### config.mk
export PLATFORM = sky130hd
export DESIGN_NAME = dpt_timer_core
export DESIGN_NICKNAME = d
export VERILOG_FILES = /design/src/common/dpt_pkg.sv /design/src/core/dpt_timer_core.sv
export SDC_FILE = /design/constraint.sdc
export NUM_CORES = 1
export LEC_CHECK = 0
export BUFFER_PORTS_ARGS = -buffer_cell sky130_fd_sc_hd__buf_2
export CORE_MARGIN = 2
export CORE_UTILIZATION = 26
export CTS_CLUSTER_DIAMETER = 100
export CTS_CLUSTER_SIZE = 16
export DETAILED_ROUTE_END_ITERATION = 8
export PLACE_DENSITY = 0.36
export SYNTH_ARGS = -nofsm -noshare
export SYNTH_HDL_FRONTEND = slang
export SYNTH_SLANG_ARGS = --single-unit
### constraint.sdc
create_clock -name sys_clk_i -period 4.2 [get_ports sys_clk_i]
set_input_delay 0.63 -clock sys_clk_i [delete_from_list [all_inputs] [get_ports sys_clk_i]]
set_output_delay 0.63 -clock sys_clk_i [all_outputs]
set_load 0.02 [all_outputs]
### src/common/dpt_pkg.sv
// Constants shared by the dual programmable timer control block
package dpt_pkg;
   // ------------------------------------------------------------
   // Register addresses
   // ------------------------------------------------------------
   localparam logic [15:0] ADR_MODE = 16'hFFC0;
   localparam logic [15:0] ADR_SRC = 16'hFFC2;
   localparam logic [15:0] ADR_T0CTL = 16'hFFC3;
   localparam logic [15:0] ADR_T1CTL = 16'hFFC4;
   localparam logic [15:0] ADR_RLD0L = 16'hFFC6;
   localparam logic [15:0] ADR_RLD0H = 16'hFFC7;
   localparam logic [15:0] ADR_RLD1L = 16'hFFC8;
   localparam logic [15:0] ADR_RLD1H = 16'hFFC9;
   localparam logic [15:0] ADR_CNT0L = 16'hFFCC;
   localparam logic [15:0] ADR_CNT0H = 16'hFFCD;
   localparam logic [15:0] ADR_CNT1L = 16'hFFCE;
   localparam logic [15:0] ADR_CNT1H = 16'hFFCF;
   localparam logic [15:0] ADR_CMP0L = 16'hFFD2;
   localparam logic [15:0] ADR_CMP0H = 16'hFFD3;
   localparam logic [15:0] ADR_CMP1L = 16'hFFD4;
   localparam logic [15:0] ADR_CMP1H = 16'hFFD5;
   localparam logic [15:0] ADR_PWM = 16'hFFD8;
   localparam logic [15:0] ADR_MMASK = 16'hFFE0;
   localparam logic [15:0] ADR_UMASK = 16'hFFE1;
   localparam logic [15:0] ADR_MFLAG = 16'hFFF0;
   localparam logic [15:0] ADR_UFLAG = 16'hFFF1;
   // ------------------------------------------------------------
   // Field positions
   // ------------------------------------------------------------
   localparam int MODE_CASCADE_BIT = 3;
   localparam int MODE_EVENT_BIT = 2;
   localparam int MODE_FILTER_BIT = 1;
   localparam int MODE_POL_BIT = 0;
   localparam int CTL_RATIO_LSB = 2;
   localparam int CTL_RELOAD_BIT = 1;
   localparam int CTL_RUN_BIT = 0;
   // ------------------------------------------------------------
   // Reset values and counts
   // ------------------------------------------------------------
   localparam logic [3:0] NIB_RST = 4'h0;
   localparam logic [7:0] BYTE_RST = 8'h00;
   localparam logic [1:0] PAIR_RST = 2'h0;
   localparam logic [2:0] SYNC_RST = 3'h0;
   // Slow clock ticks per period of the 2,048 Hz filter reference
   localparam int REF_DIV = 16;
   localparam logic [3:0] REF_LAST = 4'(REF_DIV - 1);
   // Prescaler ratio codes
   localparam logic [1:0] RATIO_1 = 2'h0;
   localparam logic [1:0] RATIO_4 = 2'h1;
   localparam logic [1:0] RATIO_32 = 2'h2;
   localparam logic [1:0] RATIO_256 = 2'h3;
   // Noise rejector states
   typedef enum logic [1:0] {
      FLT_STABLE = 2'b01,
      FLT_ONE = 2'b10
   } dpt_flt_t;
endpackage

### src/core/dpt_timer_core.sv
// Dual 8-bit programmable timer control, cascade, event counter and flags
//
// Overview of operation
// - Source-select 0 feeds prescaler from slow clock, 1 from fast clock.
// - Timer 0 source ignored in event mode; timer 1 source ignored cascaded.
// - Ratio code 11 divides by 256, 10 by 32, 01 by 4, 00 by 1.
// - Timer 0 ratio ignored in event mode; timer 1 ratio ignored cascaded.
// - Cascade bit 1 forms 16-bit counter, timer 0 low byte, timer 1 high.
// - Cascaded counter is run and reloaded through timer 0 control registers.
// - Cascade bit 0 gives two independent 8-bit timers with own settings.
// - Timer 0 counts pin pulses when event mode set, else prescaled clock.
// - Filter accepts a pin level change at second 2,048 Hz falling edge.
// - Filtered pulses of 0.98 ms pass; glitches of 0.48 ms are dropped.
// - Filter off: timer 0 counts straight on the pin's edges.
// - Filter and polarity bits matter only in event mode.
// - Polarity 0 counts falling pin edges, polarity 1 rising edges.
// - Reset clears all configuration, compare, mask and flag bits.
// - PWM select bit 1 per timer picks PWM output, 0 normal; timer 0 bit serves both when cascaded; read/write.
// - Per-timer compare-match interrupt enable, 1 enables, 0 masks.
// - Per-timer underflow interrupt enable, 1 enables, 0 masks.
// - Underflow flag reads 1 after event; writing 1 clears, 0 no effect.
// - Match flag reads 1 after match; writing 1 clears, 0 no effect.
// - Upper bits D3 and D2 of PWM, mask and flag registers read 0.
// - Each compare value is two read/write nibbles, low and high.
// - Flags are set on their events even while masked.
// - PWM mode raises compare match when counter equals compare value.
// - Counters count down, reloading on underflow and on reload strobe.
`timescale 1ns/10ps
module dpt_timer_core (
   input wire logic sys_clk_i,
   input wire logic reset_n_i,
   input wire logic [15:0] addr_i,
   input wire logic [3:0] wdata_i,
   input wire logic wr_i,
   input wire logic rd_i,
   input wire logic slow_clock_i,
   input wire logic fast_clock_i,
   input wire logic external_count_pin_i,
   output logic [3:0] rdata_o,
   output logic t0_out_o,
   output logic t1_out_o,
   output logic int_request_o
);
   // ------------------------------------------------------------
   // Helpers
   // ------------------------------------------------------------
   // Prescaler terminal count for the chosen ratio
   function automatic logic dpt_ratio_hit(input logic [7:0] cnt, input logic [1:0] code);
      logic hit;
      hit = 1'b0;
      case (code)
         dpt_pkg::RATIO_1: hit = 1'b1;
         dpt_pkg::RATIO_4: hit = &cnt[1:0];
         dpt_pkg::RATIO_32: hit = &cnt[4:0];
         dpt_pkg::RATIO_256: hit = &cnt;
         default: hit = 1'b0;
      endcase
      return hit;
   endfunction

   // Write of a 1 into a given bit of a given register
   function automatic logic dpt_wr1(input logic wr, input logic [15:0] a,
                                    input logic [15:0] tgt, input logic b);
      return wr && (a == tgt) && b;
   endfunction

   // ------------------------------------------------------------
   // Pin synchronisers
   // ------------------------------------------------------------
   logic [2:0] s1_r, s2_r, s3_r, lvl_r, lvl_d_r;
   logic [2:0] s1_nxt, s2_nxt, s3_nxt, lvl_nxt;
   logic slow_rise, fast_rise, ext_lvl;

   // Three stages; level moves once stages two and three agree
   always_comb
   begin
      s1_nxt = {external_count_pin_i, fast_clock_i, slow_clock_i};
      s2_nxt = s1_r;
      s3_nxt = s2_r;
      lvl_nxt = (s2_r & s3_r) | (lvl_r & (s2_r | s3_r));
   end

   always_ff @(posedge sys_clk_i or negedge reset_n_i)
   begin
      if (!reset_n_i)
      begin
         s1_r <= dpt_pkg::SYNC_RST;
         s2_r <= dpt_pkg::SYNC_RST;
         s3_r <= dpt_pkg::SYNC_RST;
         lvl_r <= dpt_pkg::SYNC_RST;
         lvl_d_r <= dpt_pkg::SYNC_RST;
      end
      else
      begin
         s1_r <= s1_nxt;
         s2_r <= s2_nxt;
         s3_r <= s3_nxt;
         lvl_r <= lvl_nxt;
         lvl_d_r <= lvl_r;
      end
   end

   assign slow_rise = lvl_r[0] & ~lvl_d_r[0];
   assign fast_rise = lvl_r[1] & ~lvl_d_r[1];
   assign ext_lvl = lvl_r[2];

   // ------------------------------------------------------------
   // Configuration registers
   // ------------------------------------------------------------
   logic [3:0] mode_r, mode_nxt;
   logic [1:0] src_r, src_nxt, ratio0_r, ratio0_nxt, ratio1_r, ratio1_nxt;
   logic [1:0] run_r, run_nxt, pwm_r, pwm_nxt, mmask_r, mmask_nxt, umask_r, umask_nxt;
   logic [7:0] rld0_r, rld0_nxt, rld1_r, rld1_nxt, cmp0_r, cmp0_nxt, cmp1_r, cmp1_nxt;
   logic cascade, event_count_select, filt_en, pol, reload0, reload1_own;

   assign cascade = mode_r[dpt_pkg::MODE_CASCADE_BIT];
   assign event_count_select = mode_r[dpt_pkg::MODE_EVENT_BIT];
   assign filt_en = mode_r[dpt_pkg::MODE_FILTER_BIT];
   assign pol = mode_r[dpt_pkg::MODE_POL_BIT];
   assign reload0 = dpt_wr1(wr_i, addr_i, dpt_pkg::ADR_T0CTL,
                            wdata_i[dpt_pkg::CTL_RELOAD_BIT]);
   assign reload1_own = dpt_wr1(wr_i, addr_i, dpt_pkg::ADR_T1CTL,
                                wdata_i[dpt_pkg::CTL_RELOAD_BIT]);

   // Plain storing writes of all read/write fields
   always_comb
   begin
      mode_nxt = mode_r;
      src_nxt = src_r;
      ratio0_nxt = ratio0_r;
      ratio1_nxt = ratio1_r;
      run_nxt = run_r;
      pwm_nxt = pwm_r;
      mmask_nxt = mmask_r;
      umask_nxt = umask_r;
      rld0_nxt = rld0_r;
      rld1_nxt = rld1_r;
      cmp0_nxt = cmp0_r;
      cmp1_nxt = cmp1_r;
      if (wr_i)
      begin
         case (addr_i)
            dpt_pkg::ADR_MODE: mode_nxt = wdata_i;
            dpt_pkg::ADR_SRC: src_nxt = wdata_i[1:0];
            dpt_pkg::ADR_T0CTL:
            begin
               ratio0_nxt = wdata_i[dpt_pkg::CTL_RATIO_LSB +: 2];
               run_nxt[0] = wdata_i[dpt_pkg::CTL_RUN_BIT];
            end
            dpt_pkg::ADR_T1CTL:
            begin
               ratio1_nxt = wdata_i[dpt_pkg::CTL_RATIO_LSB +: 2];
               run_nxt[1] = wdata_i[dpt_pkg::CTL_RUN_BIT];
            end
            dpt_pkg::ADR_RLD0L: rld0_nxt[3:0] = wdata_i;
            dpt_pkg::ADR_RLD0H: rld0_nxt[7:4] = wdata_i;
            dpt_pkg::ADR_RLD1L: rld1_nxt[3:0] = wdata_i;
            dpt_pkg::ADR_RLD1H: rld1_nxt[7:4] = wdata_i;
            dpt_pkg::ADR_CMP0L: cmp0_nxt[3:0] = wdata_i;
            dpt_pkg::ADR_CMP0H: cmp0_nxt[7:4] = wdata_i;
            dpt_pkg::ADR_CMP1L: cmp1_nxt[3:0] = wdata_i;
            dpt_pkg::ADR_CMP1H: cmp1_nxt[7:4] = wdata_i;
            dpt_pkg::ADR_PWM: pwm_nxt = wdata_i[1:0];
            dpt_pkg::ADR_MMASK: mmask_nxt = wdata_i[1:0];
            dpt_pkg::ADR_UMASK: umask_nxt = wdata_i[1:0];
            default: mode_nxt = mode_r;
         endcase
      end
   end

   // Configuration storage, all cleared by reset
   always_ff @(posedge sys_clk_i or negedge reset_n_i)
   begin
      if (!reset_n_i)
      begin
         mode_r <= dpt_pkg::NIB_RST;
         src_r <= dpt_pkg::PAIR_RST;
         ratio0_r <= dpt_pkg::PAIR_RST;
         ratio1_r <= dpt_pkg::PAIR_RST;
         run_r <= dpt_pkg::PAIR_RST;
         pwm_r <= dpt_pkg::PAIR_RST;
         mmask_r <= dpt_pkg::PAIR_RST;
         umask_r <= dpt_pkg::PAIR_RST;
         rld0_r <= dpt_pkg::BYTE_RST;
         rld1_r <= dpt_pkg::BYTE_RST;
         cmp0_r <= dpt_pkg::BYTE_RST;
         cmp1_r <= dpt_pkg::BYTE_RST;
      end
      else
      begin
         mode_r <= mode_nxt;
         src_r <= src_nxt;
         ratio0_r <= ratio0_nxt;
         ratio1_r <= ratio1_nxt;
         run_r <= run_nxt;
         pwm_r <= pwm_nxt;
         mmask_r <= mmask_nxt;
         umask_r <= umask_nxt;
         rld0_r <= rld0_nxt;
         rld1_r <= rld1_nxt;
         cmp0_r <= cmp0_nxt;
         cmp1_r <= cmp1_nxt;
      end
   end

   // ------------------------------------------------------------
   // Noise rejector and event edge
   // ------------------------------------------------------------
   dpt_pkg::dpt_flt_t flt_state_r, flt_state_nxt;
   logic [3:0] ref_div_r, ref_div_nxt;
   logic filt_r, filt_nxt, ev_lvl, ev_lvl_d_r, ref_fall, ev_edge;

   // Reference falls when its divider wraps on a slow tick
   assign ref_fall = slow_rise && (ref_div_r == dpt_pkg::REF_LAST);

   // Change taken at the second reference falling edge after it began
   always_comb
   begin
      ref_div_nxt = slow_rise ? ref_div_r + 4'h1 : ref_div_r;
      flt_state_nxt = flt_state_r;
      filt_nxt = filt_r;
      if (!filt_en)
      begin
         filt_nxt = ext_lvl;
         flt_state_nxt = dpt_pkg::FLT_STABLE;
      end
      else
      begin
         case (flt_state_r)
            dpt_pkg::FLT_STABLE:
               if (ext_lvl != filt_r && ref_fall)
                  flt_state_nxt = dpt_pkg::FLT_ONE;
            dpt_pkg::FLT_ONE:
               if (ext_lvl == filt_r)
                  flt_state_nxt = dpt_pkg::FLT_STABLE;
               else if (ref_fall)
               begin
                  filt_nxt = ext_lvl;
                  flt_state_nxt = dpt_pkg::FLT_STABLE;
               end
            default: flt_state_nxt = dpt_pkg::FLT_STABLE;
         endcase
      end
   end

   always_ff @(posedge sys_clk_i or negedge reset_n_i)
   begin
      if (!reset_n_i)
      begin
         ref_div_r <= dpt_pkg::NIB_RST;
         flt_state_r <= dpt_pkg::FLT_STABLE;
         filt_r <= 1'b0;
         ev_lvl_d_r <= 1'b0;
      end
      else
      begin
         ref_div_r <= ref_div_nxt;
         flt_state_r <= flt_state_nxt;
         filt_r <= filt_nxt;
         ev_lvl_d_r <= ev_lvl;
      end
   end

   // Filtered or direct level, edge by polarity, only in event mode
   assign ev_lvl = filt_en ? filt_r : ext_lvl;
   assign ev_edge = event_count_select &&
                    (pol ? (ev_lvl & ~ev_lvl_d_r) : (~ev_lvl & ev_lvl_d_r));

   // ------------------------------------------------------------
   // Prescalers and down counters
   // ------------------------------------------------------------
   logic [7:0] p0_r, p0_nxt, p1_r, p1_nxt, cnt0_r, cnt0_nxt, cnt1_r, cnt1_nxt;
   logic src0_tick, src1_tick, p0_tick, p1_tick, t0_step, t1_step, t0_uf, t1_uf;
   logic reload1, m0, m1, pwm1_eff;

   // Source choice, ignored where the mode makes it irrelevant
   assign src0_tick = src_r[0] ? fast_rise : slow_rise;
   assign src1_tick = src_r[1] ? fast_rise : slow_rise;
   assign p0_tick = run_r[0] && src0_tick && dpt_ratio_hit(p0_r, ratio0_r);
   assign p1_tick = run_r[1] && src1_tick && dpt_ratio_hit(p1_r, ratio1_r);
   assign t0_step = run_r[0] && (event_count_select ? ev_edge : p0_tick);
   assign t1_step = cascade ? t0_uf : p1_tick;
   assign t0_uf = t0_step && (cnt0_r == dpt_pkg::BYTE_RST);
   assign t1_uf = t1_step && (cnt1_r == dpt_pkg::BYTE_RST);
   assign reload1 = cascade ? reload0 : reload1_own;
   assign pwm1_eff = cascade ? pwm_r[0] : pwm_r[1];

   // Count down, reload on underflow or strobe
   always_comb
   begin
      p0_nxt = (run_r[0] && src0_tick) ? p0_r + 8'h01 : p0_r;
      p1_nxt = (run_r[1] && src1_tick) ? p1_r + 8'h01 : p1_r;
      cnt0_nxt = cnt0_r;
      cnt1_nxt = cnt1_r;
      if (reload0)
      begin
         cnt0_nxt = rld0_r;
         p0_nxt = dpt_pkg::BYTE_RST;
      end
      else if (t0_step)
         cnt0_nxt = t0_uf ? rld0_r : cnt0_r - 8'h01;
      if (reload1)
      begin
         cnt1_nxt = rld1_r;
         p1_nxt = dpt_pkg::BYTE_RST;
      end
      else if (t1_step)
         cnt1_nxt = t1_uf ? rld1_r : cnt1_r - 8'h01;
   end

   // Matches in PWM mode; cascaded match uses all sixteen bits
   assign m0 = !cascade && pwm_r[0] && t0_step && !reload0 && (cnt0_nxt == cmp0_r);
   assign m1 = cascade ? (pwm_r[0] && t0_step && !reload0 &&
                          ({cnt1_nxt, cnt0_nxt} == {cmp1_r, cmp0_r}))
                       : (pwm_r[1] && t1_step && !reload1 && (cnt1_nxt == cmp1_r));

   always_ff @(posedge sys_clk_i or negedge reset_n_i)
   begin
      if (!reset_n_i)
      begin
         p0_r <= dpt_pkg::BYTE_RST;
         p1_r <= dpt_pkg::BYTE_RST;
         cnt0_r <= dpt_pkg::BYTE_RST;
         cnt1_r <= dpt_pkg::BYTE_RST;
      end
      else
      begin
         p0_r <= p0_nxt;
         p1_r <= p1_nxt;
         cnt0_r <= cnt0_nxt;
         cnt1_r <= cnt1_nxt;
      end
   end

   // ------------------------------------------------------------
   // Flags, outputs and read port
   // ------------------------------------------------------------
   logic [1:0] uflag_r, uflag_nxt, mflag_r, mflag_nxt;
   logic out0_r, out0_nxt, out1_r, out1_nxt, irq_nxt, irq_r;
   logic [3:0] rdata_r, rdata_nxt;
   logic [1:0] uclr, mclr;

   assign uclr = (wr_i && addr_i == dpt_pkg::ADR_UFLAG) ? wdata_i[1:0] : 2'h0;
   assign mclr = (wr_i && addr_i == dpt_pkg::ADR_MFLAG) ? wdata_i[1:0] : 2'h0;

   // Sticky flags, event wins over clear; outputs set/clear or toggle
   always_comb
   begin
      uflag_nxt = (uflag_r & ~uclr) | {t1_uf, t0_uf};
      mflag_nxt = (mflag_r & ~mclr) | {m1, m0};
      irq_nxt = |((uflag_nxt & umask_r) | (mflag_nxt & mmask_r));
      out0_nxt = out0_r;
      out1_nxt = out1_r;
      if (pwm_r[0])
         out0_nxt = t0_uf ? 1'b1 : (m0 ? 1'b0 : out0_r);
      else if (t0_uf)
         out0_nxt = ~out0_r;
      if (pwm1_eff)
         out1_nxt = t1_uf ? 1'b1 : (m1 ? 1'b0 : out1_r);
      else if (t1_uf)
         out1_nxt = ~out1_r;
      rdata_nxt = dpt_pkg::NIB_RST;
      if (rd_i)
      begin
         case (addr_i)
            dpt_pkg::ADR_MODE: rdata_nxt = mode_r;
            dpt_pkg::ADR_SRC: rdata_nxt = {2'h0, src_r};
            dpt_pkg::ADR_T0CTL: rdata_nxt = {ratio0_r, 1'b0, run_r[0]};
            dpt_pkg::ADR_T1CTL: rdata_nxt = {ratio1_r, 1'b0, run_r[1]};
            dpt_pkg::ADR_RLD0L: rdata_nxt = rld0_r[3:0];
            dpt_pkg::ADR_RLD0H: rdata_nxt = rld0_r[7:4];
            dpt_pkg::ADR_RLD1L: rdata_nxt = rld1_r[3:0];
            dpt_pkg::ADR_RLD1H: rdata_nxt = rld1_r[7:4];
            dpt_pkg::ADR_CNT0L: rdata_nxt = cnt0_r[3:0];
            dpt_pkg::ADR_CNT0H: rdata_nxt = cnt0_r[7:4];
            dpt_pkg::ADR_CNT1L: rdata_nxt = cnt1_r[3:0];
            dpt_pkg::ADR_CNT1H: rdata_nxt = cnt1_r[7:4];
            dpt_pkg::ADR_CMP0L: rdata_nxt = cmp0_r[3:0];
            dpt_pkg::ADR_CMP0H: rdata_nxt = cmp0_r[7:4];
            dpt_pkg::ADR_CMP1L: rdata_nxt = cmp1_r[3:0];
            dpt_pkg::ADR_CMP1H: rdata_nxt = cmp1_r[7:4];
            dpt_pkg::ADR_PWM: rdata_nxt = {2'h0, pwm_r};
            dpt_pkg::ADR_MMASK: rdata_nxt = {2'h0, mmask_r};
            dpt_pkg::ADR_UMASK: rdata_nxt = {2'h0, umask_r};
            dpt_pkg::ADR_MFLAG: rdata_nxt = {2'h0, mflag_r};
            dpt_pkg::ADR_UFLAG: rdata_nxt = {2'h0, uflag_r};
            default: rdata_nxt = dpt_pkg::NIB_RST;
         endcase
      end
   end

   always_ff @(posedge sys_clk_i or negedge reset_n_i)
   begin
      if (!reset_n_i)
      begin
         uflag_r <= dpt_pkg::PAIR_RST;
         mflag_r <= dpt_pkg::PAIR_RST;
         out0_r <= 1'b0;
         out1_r <= 1'b0;
         irq_r <= 1'b0;
         rdata_r <= dpt_pkg::NIB_RST;
      end
      else
      begin
         uflag_r <= uflag_nxt;
         mflag_r <= mflag_nxt;
         out0_r <= out0_nxt;
         out1_r <= out1_nxt;
         irq_r <= irq_nxt;
         rdata_r <= rdata_nxt;
      end
   end

   assign rdata_o = rdata_r;
   assign t0_out_o = out0_r;
   assign t1_out_o = out1_r;
   assign int_request_o = irq_r;
endmodule

==> results, run 1 <==
- The overall die width is between 150 and 200 um.
- The total count of max-transition violations in the final report came to 0.
- IR analysis of the VDD net gives a maximum drop of 0.1375 mV.
- The critical path in this run is classified as flop to flop.
- The path type of the worst min-delay path is input pin to async pin.
- At the pin with the least slew margin, the transition time is roughly 0.77 ns.
- The synthesized design contains 0 enable-type register cells.
- The count of nets after finishing is approximately 740.
- Counting every net in the synthesized netlist gives just under 700.
- The post-synthesis area per instance is 10.07 um2.
- The fraction of synthesis flops using an asynchronous set or reset pin is 100.0%.
- The number of DRC markers in iteration 0 is between 500 and 600.
- The post-synthesis sequential element count is ~120.
- The post-route netlist has a little under a quarter of its cells at a drive strength greater than 1.
- The number of hold-repair buffers added at the cts stage is 0.
- During synthesis, Yosys emitted a total of 0 warnings.
- The setup check on the worst reg-to-reg path leaves a slack of between 0.2 and 0.25 ns.
- The total I/O pin count is 34.
- The post-route fraction of the period consumed by the critical path is 94.77%.
- The initial antenna violation count was 0.
- The total via count after detailed routing is 5658.
- Global routing used around a fifth of the available tracks.
- The switching part of the total power is between 20% and 30%.
- After detailed routing, the average wire length per cell comes to 22.59 um.
- Along the worst path, the maximum fanout reaches 9.
- For the final routed database, the setup TNS stands at 0 ns.
- The main flop type after synthesis is dfrtp_1.
- The clock skew after layout is 0.02430 ns.
- The repair_antennas step left the layout with diodes totalling 0.
- The routability-driven placement congestion ratio is approximately 0.9.
- The floorplan step defined a die boundary enclosing between 20000 and 30000 um2.
- STA classifies the critical path endpoint as a flop.
- In this run the cell area of the synthesized design comes to 6514 um2.
- In this run the power spent charging and discharging nets is around 0.7 mW.
- In the layout the commonest cells are dfrtp_1 (114), nand2_1 (56), mux2_2 (54).
- The required arrival time at the worst endpoint is approximately 4.6 ns.
- The library cell used most frequently in the layout, excluding fill and tap cells, is dfrtp_1.
- The number of buffers created by CTS is 17.
- The maximum buffer depth of the clock tree is 2.
- The clock network power share is 51.6%.
- The DRC violations left is 0.
- The total design power is about 2.7 mW.
- The cell sitting at the root of the clock tree is a clkbuf_16.
- Measured against its own limit, the worst slew margin works out to between 40% and 50%.
- The via count normalized by instance count is around 5.4.
- After synthesis, flip-flops and latches occupy roughly 44% of the total area.
- The number of cell instances on the worst register-to-register path is 10.
- Data on the critical path arrives at its endpoint at about 4.3 ns.
- In this run, distinct cell masters in the synthesized netlist total 75.
- Synthesis handed over a netlist of around 650 instances.
- For this design the static power due to leakage is ~3.3 nW.
- The run finished with clean final reports.
- Global routing used a little over a quarter of the available met1 tracks.
- The filler cells instantiated in the layout total 2529.
- For this design the ratio of total power to cell area is around 350 nW/um2.
- The via count of the first global-routing pass is ~5800.
- Static timing analysis puts the maximum clock frequency at approximately 250 MHz.
- The later pin in the worst-skew pair is clocked with a latency of 0.43 ns.
- The count of final setup violators is 0.
- The most heavily used metal layer in global routing is met2.
- The largest net degree at the start of global routing is 116.
- The number of hold violations in the final report was 0.
- The met2 routing resource usage after global routing is a little under 30%.
- The initial standard-cell utilization of the core is about a quarter.
- The type of origin of the critical path is a flop.
- The overall die height is 162.3 um.
- The row count is 57.
- The HPWL after detailed placement is between 15000 and 20000 um.
- The count of maximum capacitance violations is 0.
- In this run the remaining antenna-violating nets after routing total 0.
- The first global-routing pass estimated between 30000 and 40000 um of wire.
- Summed over all layers, the global routing overflow is 0.
- The global-route track usage on met3 is around 3.5%.
- TritonCTS built the clock tree.
- The worst register-to-register path begins at src_r[0].
- The region available for standard cell placement spans ~24000 um2.
- The clock input transition at the sequential cells of the worst setup and hold paths is around 0.060 ns.
- The proportion of power drawn by flip-flops and latches is a little over two fifths.
- The number of iterations in the first detailed-routing pass is 5.
- The clock period could shrink to roughly 4.0 ns.
- Once the clock tree was built, the setup fixing pass inserted 0 buffers.
- The H-tree level count is 4.
- Setup repair after global routing left no endpoint under its margin.
- For this design, the sink count on the clock tree is ~120.
- In this run the worst setup path begins at src_r[0].
- The internal portion of total power is ~2 mW.
- The total of buffers placed on input and output ports is 33.
- From synthesis to final layout, the design area changed by 19.13%.
- The combinational power share is under 10%.
- The total wire length is roughly 23000 um.
[path summary, 6_finish.rpt]
check / to
setup / recovery: int_request_o
hold / removal: t0_out_o
setup reg to reg: int_request_o
hold reg to reg: s2_r[2]
max in group asynchronous: rld1_r[4]
min in group sys_clk_i: s1_r[2]
[Yosys cell counts, drive strengths merged (6+ instances only)]
library cell	n	share of area, %
o21ai	28	2.2
nor3b	6	0.69
nor3	18	1.4
and2	6	0.58
a221oi	12	1.6
a21oi	16	1.3
nor2	53	3.1
ha	7	1.3
a31oi	6	0.58
nand3	22	1.7
clkbuf	16	0.92
nand2	56	3.2
nand2b	11	1.1
nor2b	8	0.77
mux2i	7	1.1
or3	9	0.86
buf	7	0.58
mux2	54	9.3
nand4	17	1.6
xor2	13	1.7
and3	11	1.1
a22o	11	1.5
inv	26	1.5
xnor2	11	1.5
dfrtp	114	44
a22oi	6	0.69
o2111ai	7	0.94
[through the flow]
step	util, %	hold WS [ns]	setup slack [ns]	std cells	cell area [um2]
5_1_grt	31.72	0.2891	0.03964	1039	7760
2_1_floorplan	-	0.3312	0.8162	647	6514
6_report	31.72	0.2947	0.2197	1039	7760
3_5_place_dp	29.42	0.3444	0.1790	1007	7197
3_3_place_gp	29.42	0.3318	0.1907	1007	7197
4_1_cts	31.71	0.2884	0.1030	1039	7756
[power groups by stage]
| stage | logic, mW | registers, mW | clock network [mW] |
|---|---|---|---|
| after floorplan | 0.0758 | 1.18 | 0 |
| after global placement | 0.151 | 1.18 | 0 |
| after detailed placement | 0.151 | 1.19 | 0 |
| after CTS | 0.152 | 1.17 | 1.44 |
| after global routing | 0.167 | 1.17 | 1.49 |
| final | 0.150 | 1.16 | 1.40 |
[routing by layer]
layer,vias to the layer above,wire [um]
met3,27,1256
met5,-,0
met2,189,10790
met4,0,433
li1,2555,-
met1,2887,10990
[kinds of logic (layout without fill, tap and decap cells)]
| family | Yosys count | after routing | synth area share [%] |
|---|---|---|---|
| XOR/XNOR | 24 | 24 | 3.227 |
| multiplexers | 65 | 65 | 11.79 |
| buffers and inverters | 49 | 117 | 2.996 |
| AND/OR/NAND/NOR | 237 | 237 | 18.46 |
| AO/OA/AOI/OAI | 147 | 147 | 17.52 |
| flip-flops | 115 | 115 | 44.20 |
| adder cells (fa/ha/maj) | 10 | 10 | 1.806 |
[area by class of cell]
type | instances | area, um2 | share of cell area (%)
Tap cell | 324 | 405.4 | 5.224
Clock buffer | 18 | 429.2 | 5.530
Multi-Input combinational cell | 483 | 3443 | 44.37
Timing Repair Buffer | 59 | 375.4 | 4.837
Sequential cell | 115 | 2879 | 37.10
Clock inverter | 14 | 130.1 | 1.677
Inverter | 26 | 97.59 | 1.258
[sequential cells by signal (all words and copies together) (netlist names), 4 cells and up]
name,flops
p1_r,8
cnt0_r,8
mode_r,4
cnt1_r,8
rld1_r,8
cmp0_r,8
rld0_r,8
rdata_o,4
ref_div_r,4
p0_r,8
cmp1_r,8
[critical path, cell delays in order, from the launching register on]
cell       delay, ns
dfrtp_1         0.40
or3b_1          0.50
a21bo_1         0.37
a211oi_4        0.41
o21ai_2         0.18
or4b_4          0.56
and4_4          0.19
a2111oi_2       0.34
nand4_1         0.25
a2111oi_4       0.50
a221o_1         0.21
[timing repair]
action | in CTS | in global routing
endpoints found under the hold margin | 0 | 0
resized for setup | 0 | 1
endpoints found under the setup margin | 0 | 2
Note: power is estimated with default switching activity, not from simulation.
==> run 2, diff against run 1 <==
- ABC_CLOCK_PERIOD_IN_PS: default -> 4200
- CORE_ASPECT_RATIO: default -> 2
- RECOVER_POWER: default -> 25
==> results, run 2 (synthesis results as in run 1) <==
- The area of placed instances is 7297 um2 (+1.4%).
- The power per standard cell area is 376.5 nW/um2 (+7.4%).
- The per-cell routed wire length came to 22.62 um (+0.17%).
- The met1 usage in global routing is 24.49% (-1.7 points).
- The top fanout value on the critical path is 9 (unchanged).
- The global-route wire length before repair is 36780 um (+0.98%).
- The count of final setup violators is 0 (unchanged).
- After global routing, the most crowded layer is met2.
- The layout cell share with drive strength beyond 1 is 23.76% (+0.97 points).
- The count of nets after finishing came to 749 (+1.8%).
- The initial standard-cell utilization of the core is 26.23% (-0.39 points).
- The cell depth of the worst min-delay path is 1.
- The worst hold path terminates at s1_r[1].
- The setup slack after layout came to 0.2504 ns (+0.03073 ns).
- The row count is 82 (+44%).
- The worst slew slack as a fraction of its limit is -37.61% (-85 points).
- The instance count after placement with tap cells included is 1032 (+2.5%).
- The DRC violations left is 0 (unchanged).
- Leaving out fill and tap cells, the most frequent cell in the layout is dfrtp_1.
- The total design power is 2.997 mW (+10%).
- The number of standard cells in the layout, taps in and fillers out is 1064 (+2.4%).
- The minimum setup slack after placement was 0.3147 ns (+0.1357 ns).
- The shortest period the worst path allows is 3.950 ns (-0.03072 ns).
- The number of sinks handled by clock tree synthesis is 115 (unchanged).
- The number of antenna repair diodes is 0 (unchanged).
- The post-route fraction of the period consumed by the critical path is 94.04% (-0.73 points).
- The worst reg-to-reg setup slack came to 0.25 ns (+0.03 ns).
- The worst path arrival time is 4.32 ns (-0.02 ns).
- The largest net degree at the start of global routing is 79 (-32%).
- The HPWL after detailed placement is 18290 um (+4.0%).
- In this run the most critical hold path is launched from fast_clock_i.
- The clock skew after layout is 0.007687 ns (-0.01661 ns).
- The count of antenna-violating nets left after detailed routing is 0 (unchanged).
- The cell with the biggest individual delay on the critical path is or4b_4.
- The met2 routing resource usage after global routing is 29.90% (+0.59 points).
- The root buffer cell is clkbuf_16.
- The clock network power share is 56.0% (+4.4 points).
- The clock input transition at the sequential cells of the worst setup and hold paths is 0.06 ns (about the same).
- The maximum buffer depth of the clock tree is 2 (unchanged).
- The worst setup path is captured at a flop.
- The count of maximum capacitance violations is 1 (+1).
- The total congestion overflow after global routing is 0 (unchanged).
- The H-tree level count was 4 (unchanged).
- TritonCTS built the clock tree.
- The delay of the slowest cell on the worst path came to 0.55 ns (about the same).
- The maximum operating frequency is 253.2 MHz (+0.78%).
- The layout overhead on the synthesized area is 22.21%.
- The total count of max-transition violations in the final report was 79 (+79).
- The final standard cell utilization of the core is 32.06% (+0.34 points).
- The overall die width is 115.9 um (-29%).
- The launching point of the worst reg2reg path is src_r[0].
- The routability-driven placement congestion ratio came to 0.8672 (-3.7%).
- The via count normalized by instance count was 5.234 (-3.9%).
- STA classifies the critical path startpoint as a flop.
- The die footprint was 26410 um2 (+0.29%).
- The critical path start-end classification is flop to flop.
- The number of iterations in the first detailed-routing pass is 5 (unchanged).
- Setup repair after global routing left no endpoint under its margin.
- The global-route track usage on met3 came to 3.826% (+0.35 points).
- The switching part of the total power is 22.87% (-3.0 points).
- The total via count after detailed routing was 5569 (-1.6%).
- The total net switching power is 0.6855 mW (-2.6%).
- The post-cts repair resize count came to 0 (unchanged).
- The minimum hold slack is 0.3029 ns (+0.008224 ns).
- The total of buffers placed on input and output ports is 33 (unchanged).
- The area of all placed cells without fillers is 7960 um2 (+2.6%).
- The internal portion of total power is 2.312 mW (+15%).
- The via count of the first global-routing pass was 5787 (+0.10%).
- The required arrival time at the worst endpoint is 4.57 ns (about the same).
- The total I/O pin count came to 34 (unchanged).
- The overall die height is 227.8 um (+40%).
- The number of buffers created by CTS is 17 (unchanged).
- The slew at the pin closest to its max-slew limit was 2.064 ns (+1.289 ns).
- The number of hold-repair buffers added at the cts stage is 0 (unchanged).
- The static leakage power is 3.447 nW (+3.3%).
- The proportion of power drawn by flip-flops and latches came to 38.9% (-3.9 points).
- The checks that failed: capacitance limit, slew limit.
- The number of cell instances on the worst register-to-register path is 10 (unchanged).
- The worst-case vdd ir drop was 0.2786 mV (+100%).
- The tightest min-delay check is of the input pin to flop type.
- The all-layer global routing usage came to 19.20% (+0.56 points).
- The combinational power share is 5.1% (-0.4 points).
- The aggregate negative setup slack is 0 ns (unchanged).
- The later-pin clock latency in the skew report is 0.43 ns (about the same).
- The number of hold violations in the final report is 0 (unchanged).
- The run finished, with violations left.
- The signal on the critical path passes through or3b_1, a21bo_1, a211oi_4, o21ai_2, or4b_4, and4_4, a2111oi_2, nand4_1, a2111oi_4, a221o_1.
- The buffers inserted during post-CTS setup optimization is 0 (unchanged).
- The total wire length is 24070 um (+2.6%).
- Leaving out fill and tap cells, the most frequent cells in the layout are dfrtp_1 (114), nand2_1 (56), nor2_1 (53), mux2_2 (53), buf_4 (39).
- The reg-to-reg endpoint is int_request_o.
- The placeable core area is 24830 um2 (+1.5%).
- The number of DRC markers in iteration 0 is 402 (-22%).
- The initial antenna violation count is 0 (unchanged).
-- run 2: cell count changes in the layout (fill, tap and decap cells not counted), sizes merged --
cell / before / now
clkbuf: 18 / 20
bufinv: 1 / 6
inv: 30 / 26
buf: 59 / 71
clkinvlp: 2 / 1
clkinv: 7 / 6
-- run 2: layout make-up --
class | count | area [um2]
clock inverter | 13 | 232.7
tap | 336 | 420.4
clock buffer | 19 | 432.9
fill | 2621 | 16870
timing repair buffer | 72 | 457.9
sequential | 115 | 2879
multi-input combinational | 483 | 3440
inverter | 26 | 97.59
-- run 2: critical path: cells and delay by family, from the launching register on --
kind	cells	cell delay [ns]
flops	1	0.42
compound gates	6	1.89
simple gates	4	1.57
-- run 2: routing by layer --
metal | part of all wire [%] | wire length (um)
met1 | 42 | 10150
met4 | 5.1 | 1224
met2 | 48 | 11630
met3 | 4.4 | 1064
met5 | 0 | 0
-- run 2: worst max path at each step --
stage / end / from / cells after the start / slack, ns
final: int_request_o / src_r[0] / 10 / 0.25
after global routing: int_request_o / p0_r[0] / 15 / 0.07
after CTS: int_request_o / src_r[0] / 10 / 0.29
after detailed placement: int_request_o / src_r[0] / 10 / 0.31
after global placement: int_request_o / src_r[0] / 10 / 0.39
after floorplan: int_request_o / p0_r[0] / 13 / 0.82
-- run 2: power by group through the flow --
stage          registers (mW)  logic, mW  clock network, mW
2_1_floorplan            1.18     0.0758                  0
3_3_place_gp             1.19      0.156                  0
3_5_place_dp             1.19      0.157                  0
4_1_cts                  1.17      0.157               1.72
5_1_grt                  1.17      0.172               1.76
6_report                 1.17      0.153               1.68
==> run 3, diff against run 2 <==
- ABC_CLOCK_PERIOD_IN_PS: 4200 -> 3660
- clock period: 4.2 -> 3.66 ns (I/O delays scaled with it)
==> results, run 3 (synthesis results as in run 1) <==
- The instance count after placement with tap cells included is 1069 (+3.6%).
- The placeable core area is 24830 um2 (unchanged).
- The proportion of power drawn by flip-flops and latches came to 40.9% (+2.0 points).
- The count of antenna-violating nets left after detailed routing is 0 (unchanged).
- The total net switching power is 0.7512 mW (+9.6%).
- The total I/O pin count is 34 (unchanged).
- The flow ran to the end, but the final reports show violations.
- The number of standard cells in the layout, taps in and fillers out is 1104 (+3.8%).
- Setup repair after global routing could not meet its margin everywhere.
- The cell class contributing the biggest share of worst-path delay is compound AO/OA/AOI/OAI gates.
- The DRC violations left came to 0 (unchanged).
- The total of buffers placed on input and output ports is 33 (unchanged).
- The clock skew after layout is 0.01149 ns (+0.003807 ns).
- The number of sinks handled by clock tree synthesis was 115 (unchanged).
- The number of antenna repair diodes came to 0 (unchanged).
- The switching part of the total power came to 22.96% (+0.091 points).
- The area of the multi-input gates is 3546 um2 (+3.1%).
- The global-route wire length before repair is 37010 um (+0.62%).
- The critical path endpoint category is a flop.
- In the layout the commonest cells are dfrtp_1 (114), buf_4 (77), nand2_1 (55).
- The layout cell share with drive strength beyond 1 came to 29.56% (+5.8 points).
- The path type of the worst min-delay path is input pin to flop.
- The number of hold violations in the final report is 0 (unchanged).
- The row count is 82 (unchanged).
- The detailed-routed wire length on met2 is 11460 um (-1.4%).
- The initial standard-cell utilization of the core is 26.23% (unchanged).
- The total count of max-transition violations in the final report is 50 (-37%).
- The maximum buffer depth of the clock tree is 2 (unchanged).
- For this design, the slowest cell found on the critical path is or4b_4.
- The via count of the first global-routing pass is 5923 (+2.4%).
- The total congestion overflow after global routing is 0 (unchanged).
- The all-layer global routing usage is 19.36% (+0.16 points).
- The number of iterations in the first detailed-routing pass was 5 (unchanged).
- The initial antenna violation count came to 0 (unchanged).
- The slew at the pin closest to its max-slew limit is 2.873 ns (+0.8087 ns).
- The count of final setup violators is 0 (unchanged).
- The number of buffers created by CTS came to 17 (unchanged).
- The later-pin clock latency in the skew report is 0.45 ns (+0.02 ns).
- The delay of the slowest cell on the worst path is 0.56 ns (about the same).
- The clock input transition at the sequential cells of the worst setup and hold paths is 0.06 ns (about the same).
- The type of origin of the critical path is a flop.
- The number of buffer and inverter stages on the critical path is 2 (+2).
- The worst-case vdd ir drop came to 0.2971 mV (+6.6%).
- The post-route fraction of the period consumed by the critical path is 98.04% (+4.0 points).
- The HPWL after detailed placement was 18390 um (+0.55%).
- The worst path arrival time is 3.98 ns (-0.34 ns).
- The static leakage power is 3.636 nW (+5.5%).
- The per-cell routed wire length is 21.79 um (-3.7%).
- The overall die height is 227.8 um (unchanged).
- The combinational power share is 5.5% (+0.4 points).
- The worst slew slack as a fraction of its limit was -91.52% (-54 points).
- The minimum hold slack is 0.2112 ns (-0.09174 ns).
- The tree is rooted in a clkbuf_16.
- The number of hold-repair buffers added at the cts stage is 0 (unchanged).
- The die footprint is 26410 um2 (unchanged).
- The count of nets after finishing is 789 (+5.3%).
- The power per standard cell area came to 393.4 nW/um2 (+4.5%).
- The clock network power share is 53.6% (-2.4 points).
- The aggregate negative setup slack is 0 ns (unchanged).
- The setup slack after layout came to 0.07155 ns (-0.1789 ns).
- The clock tree from TritonCTS is yes.
- The via count normalized by instance count is 5.194 (-0.77%).
- The leading cell type in the layout, fill and taps excluded is dfrtp_1.
- The total wire length is 24050 um (about the same).
- The minimum setup slack after placement came to -0.2693 ns (-0.5840 ns).
- The detailed router used layers up to and including met4.
- The routed metal-1 wirelength was 10130 um (-0.28%).
- The total via count after detailed routing is 5734 (+3.0%).
- The required arrival time at the worst endpoint came to 4.05 ns (-0.52 ns).
- The count of maximum capacitance violations is 1 (unchanged).
- The internal portion of total power is 2.520 mW (+9.0%).
- The total design power is 3.272 mW (+9.2%).
- The critical path start-end classification is flop to flop.
- The top fanout value on the critical path is 4 (-5).
- The maximum operating frequency was 278.7 MHz (+10%).
- The H-tree level count is 4 (unchanged).
- The signal on the critical path passes through ha_4, and3_4, ha_4, inv_2, a22o_4, a211oi_4, o21ai_2, or4b_4, and4_4, a2111oi_4, nand4_1, buf_4, a2111oi_4, a221o_1.
- The largest net degree at the start of global routing is 50 (-37%).
- The final standard cell utilization of the core is 33.49% (+1.4 points).
- The shortest period the worst path allows came to 3.588 ns (-0.3611 ns).
- Relative to the synthesized area, the layout overhead comes to 27.66%.
- The area of all placed cells without fillers was 8315 um2 (+4.5%).
- The checks that failed: capacitance limit, slew limit.
- The storage element area is 2879 um2 (unchanged).
- The number of DRC markers in iteration 0 came to 343 (-15%).
- The number of fill cells in the layout is 2650 (+1.1%).
- The routability-driven placement congestion ratio was 0.8989 (+3.7%).
- The routed wire length on met3 is 1168 um (+9.8%).
- The area of placed instances is 7575 um2 (+3.8%).
- The overall die width is 115.9 um (unchanged).
## run 3: cell count changes in the layout (fill, tap and decap cells not counted), moves of 3 or more
cell / before / now
clkbuf_1: 2 / 5
clkinv_4: 4 / 1
clkbuf_8: 0 / 4
bufinv_16: 6 / 3
buf_4: 39 / 77
## run 3: routing by layer
metal / up-vias / global-route usage (%)
met1: 2830 / 24.52
li1: 2654 / -
met2: 190 / 30.10
met3: 60 / 4.357
met4: 0 / 10.75
met5: - / 0
## run 3: final cells by class
cell class | count | area share, %
repair buffers | 112 | 9.103
inverters | 26 | 1.174
flip-flops and latches | 115 | 34.62
clock inverters | 8 | 1.490
clock buffers | 24 | 5.913
multi-input cells | 483 | 42.64
well taps | 336 | 5.056
## run 3: timing repair
action,in CTS,in global routing
setup endpoints to repair,3,5
pin swaps,8,8
setup buffers,2,1
gates cloned,0,0
resized for setup,5,19
## run 3: worst paths after layout
check                              from  slack [ns]             to  cells past startpoint
min in group asynchronous     reset_n_i        1.03     ev_lvl_d_r                      1
max in group asynchronous     reset_n_i        0.90       pwm_r[0]                      2
max reg2reg                     p0_r[0]        0.07  int_request_o                     14
min reg2reg                     s1_r[2]        0.34        s2_r[2]                      0
max                             p0_r[0]        0.07  int_request_o                     14
min                        slow_clock_i        0.21        s1_r[0]                      1
## run 3: power groups by stage
| stage | Combinational [mW] | Sequential [mW] | Clock [mW] |
|---|---|---|---|
| detailed placement | 0.184 | 1.36 | 0 |
| global route | 0.204 | 1.34 | 1.86 |
| CTS | 0.184 | 1.34 | 1.80 |
| global placement | 0.181 | 1.36 | 0 |
| finish | 0.181 | 1.34 | 1.75 |
| floorplan | 0.0870 | 1.35 | 0 |
## run 3: worst reg2reg max path, cell delays in order, from the launching register on
cell and delay (ns):
dfrtp_1 0.39, ha_4 0.16, and3_4 0.20, ha_4 0.12, inv_2 0.03, a22o_4 0.26, a211oi_4 0.25, o21ai_2 0.10
or4b_4 0.56, and4_4 0.19, a2111oi_4 0.18, nand4_1 0.23, buf_4 0.22, a2111oi_4 0.44, a221o_1 0.20
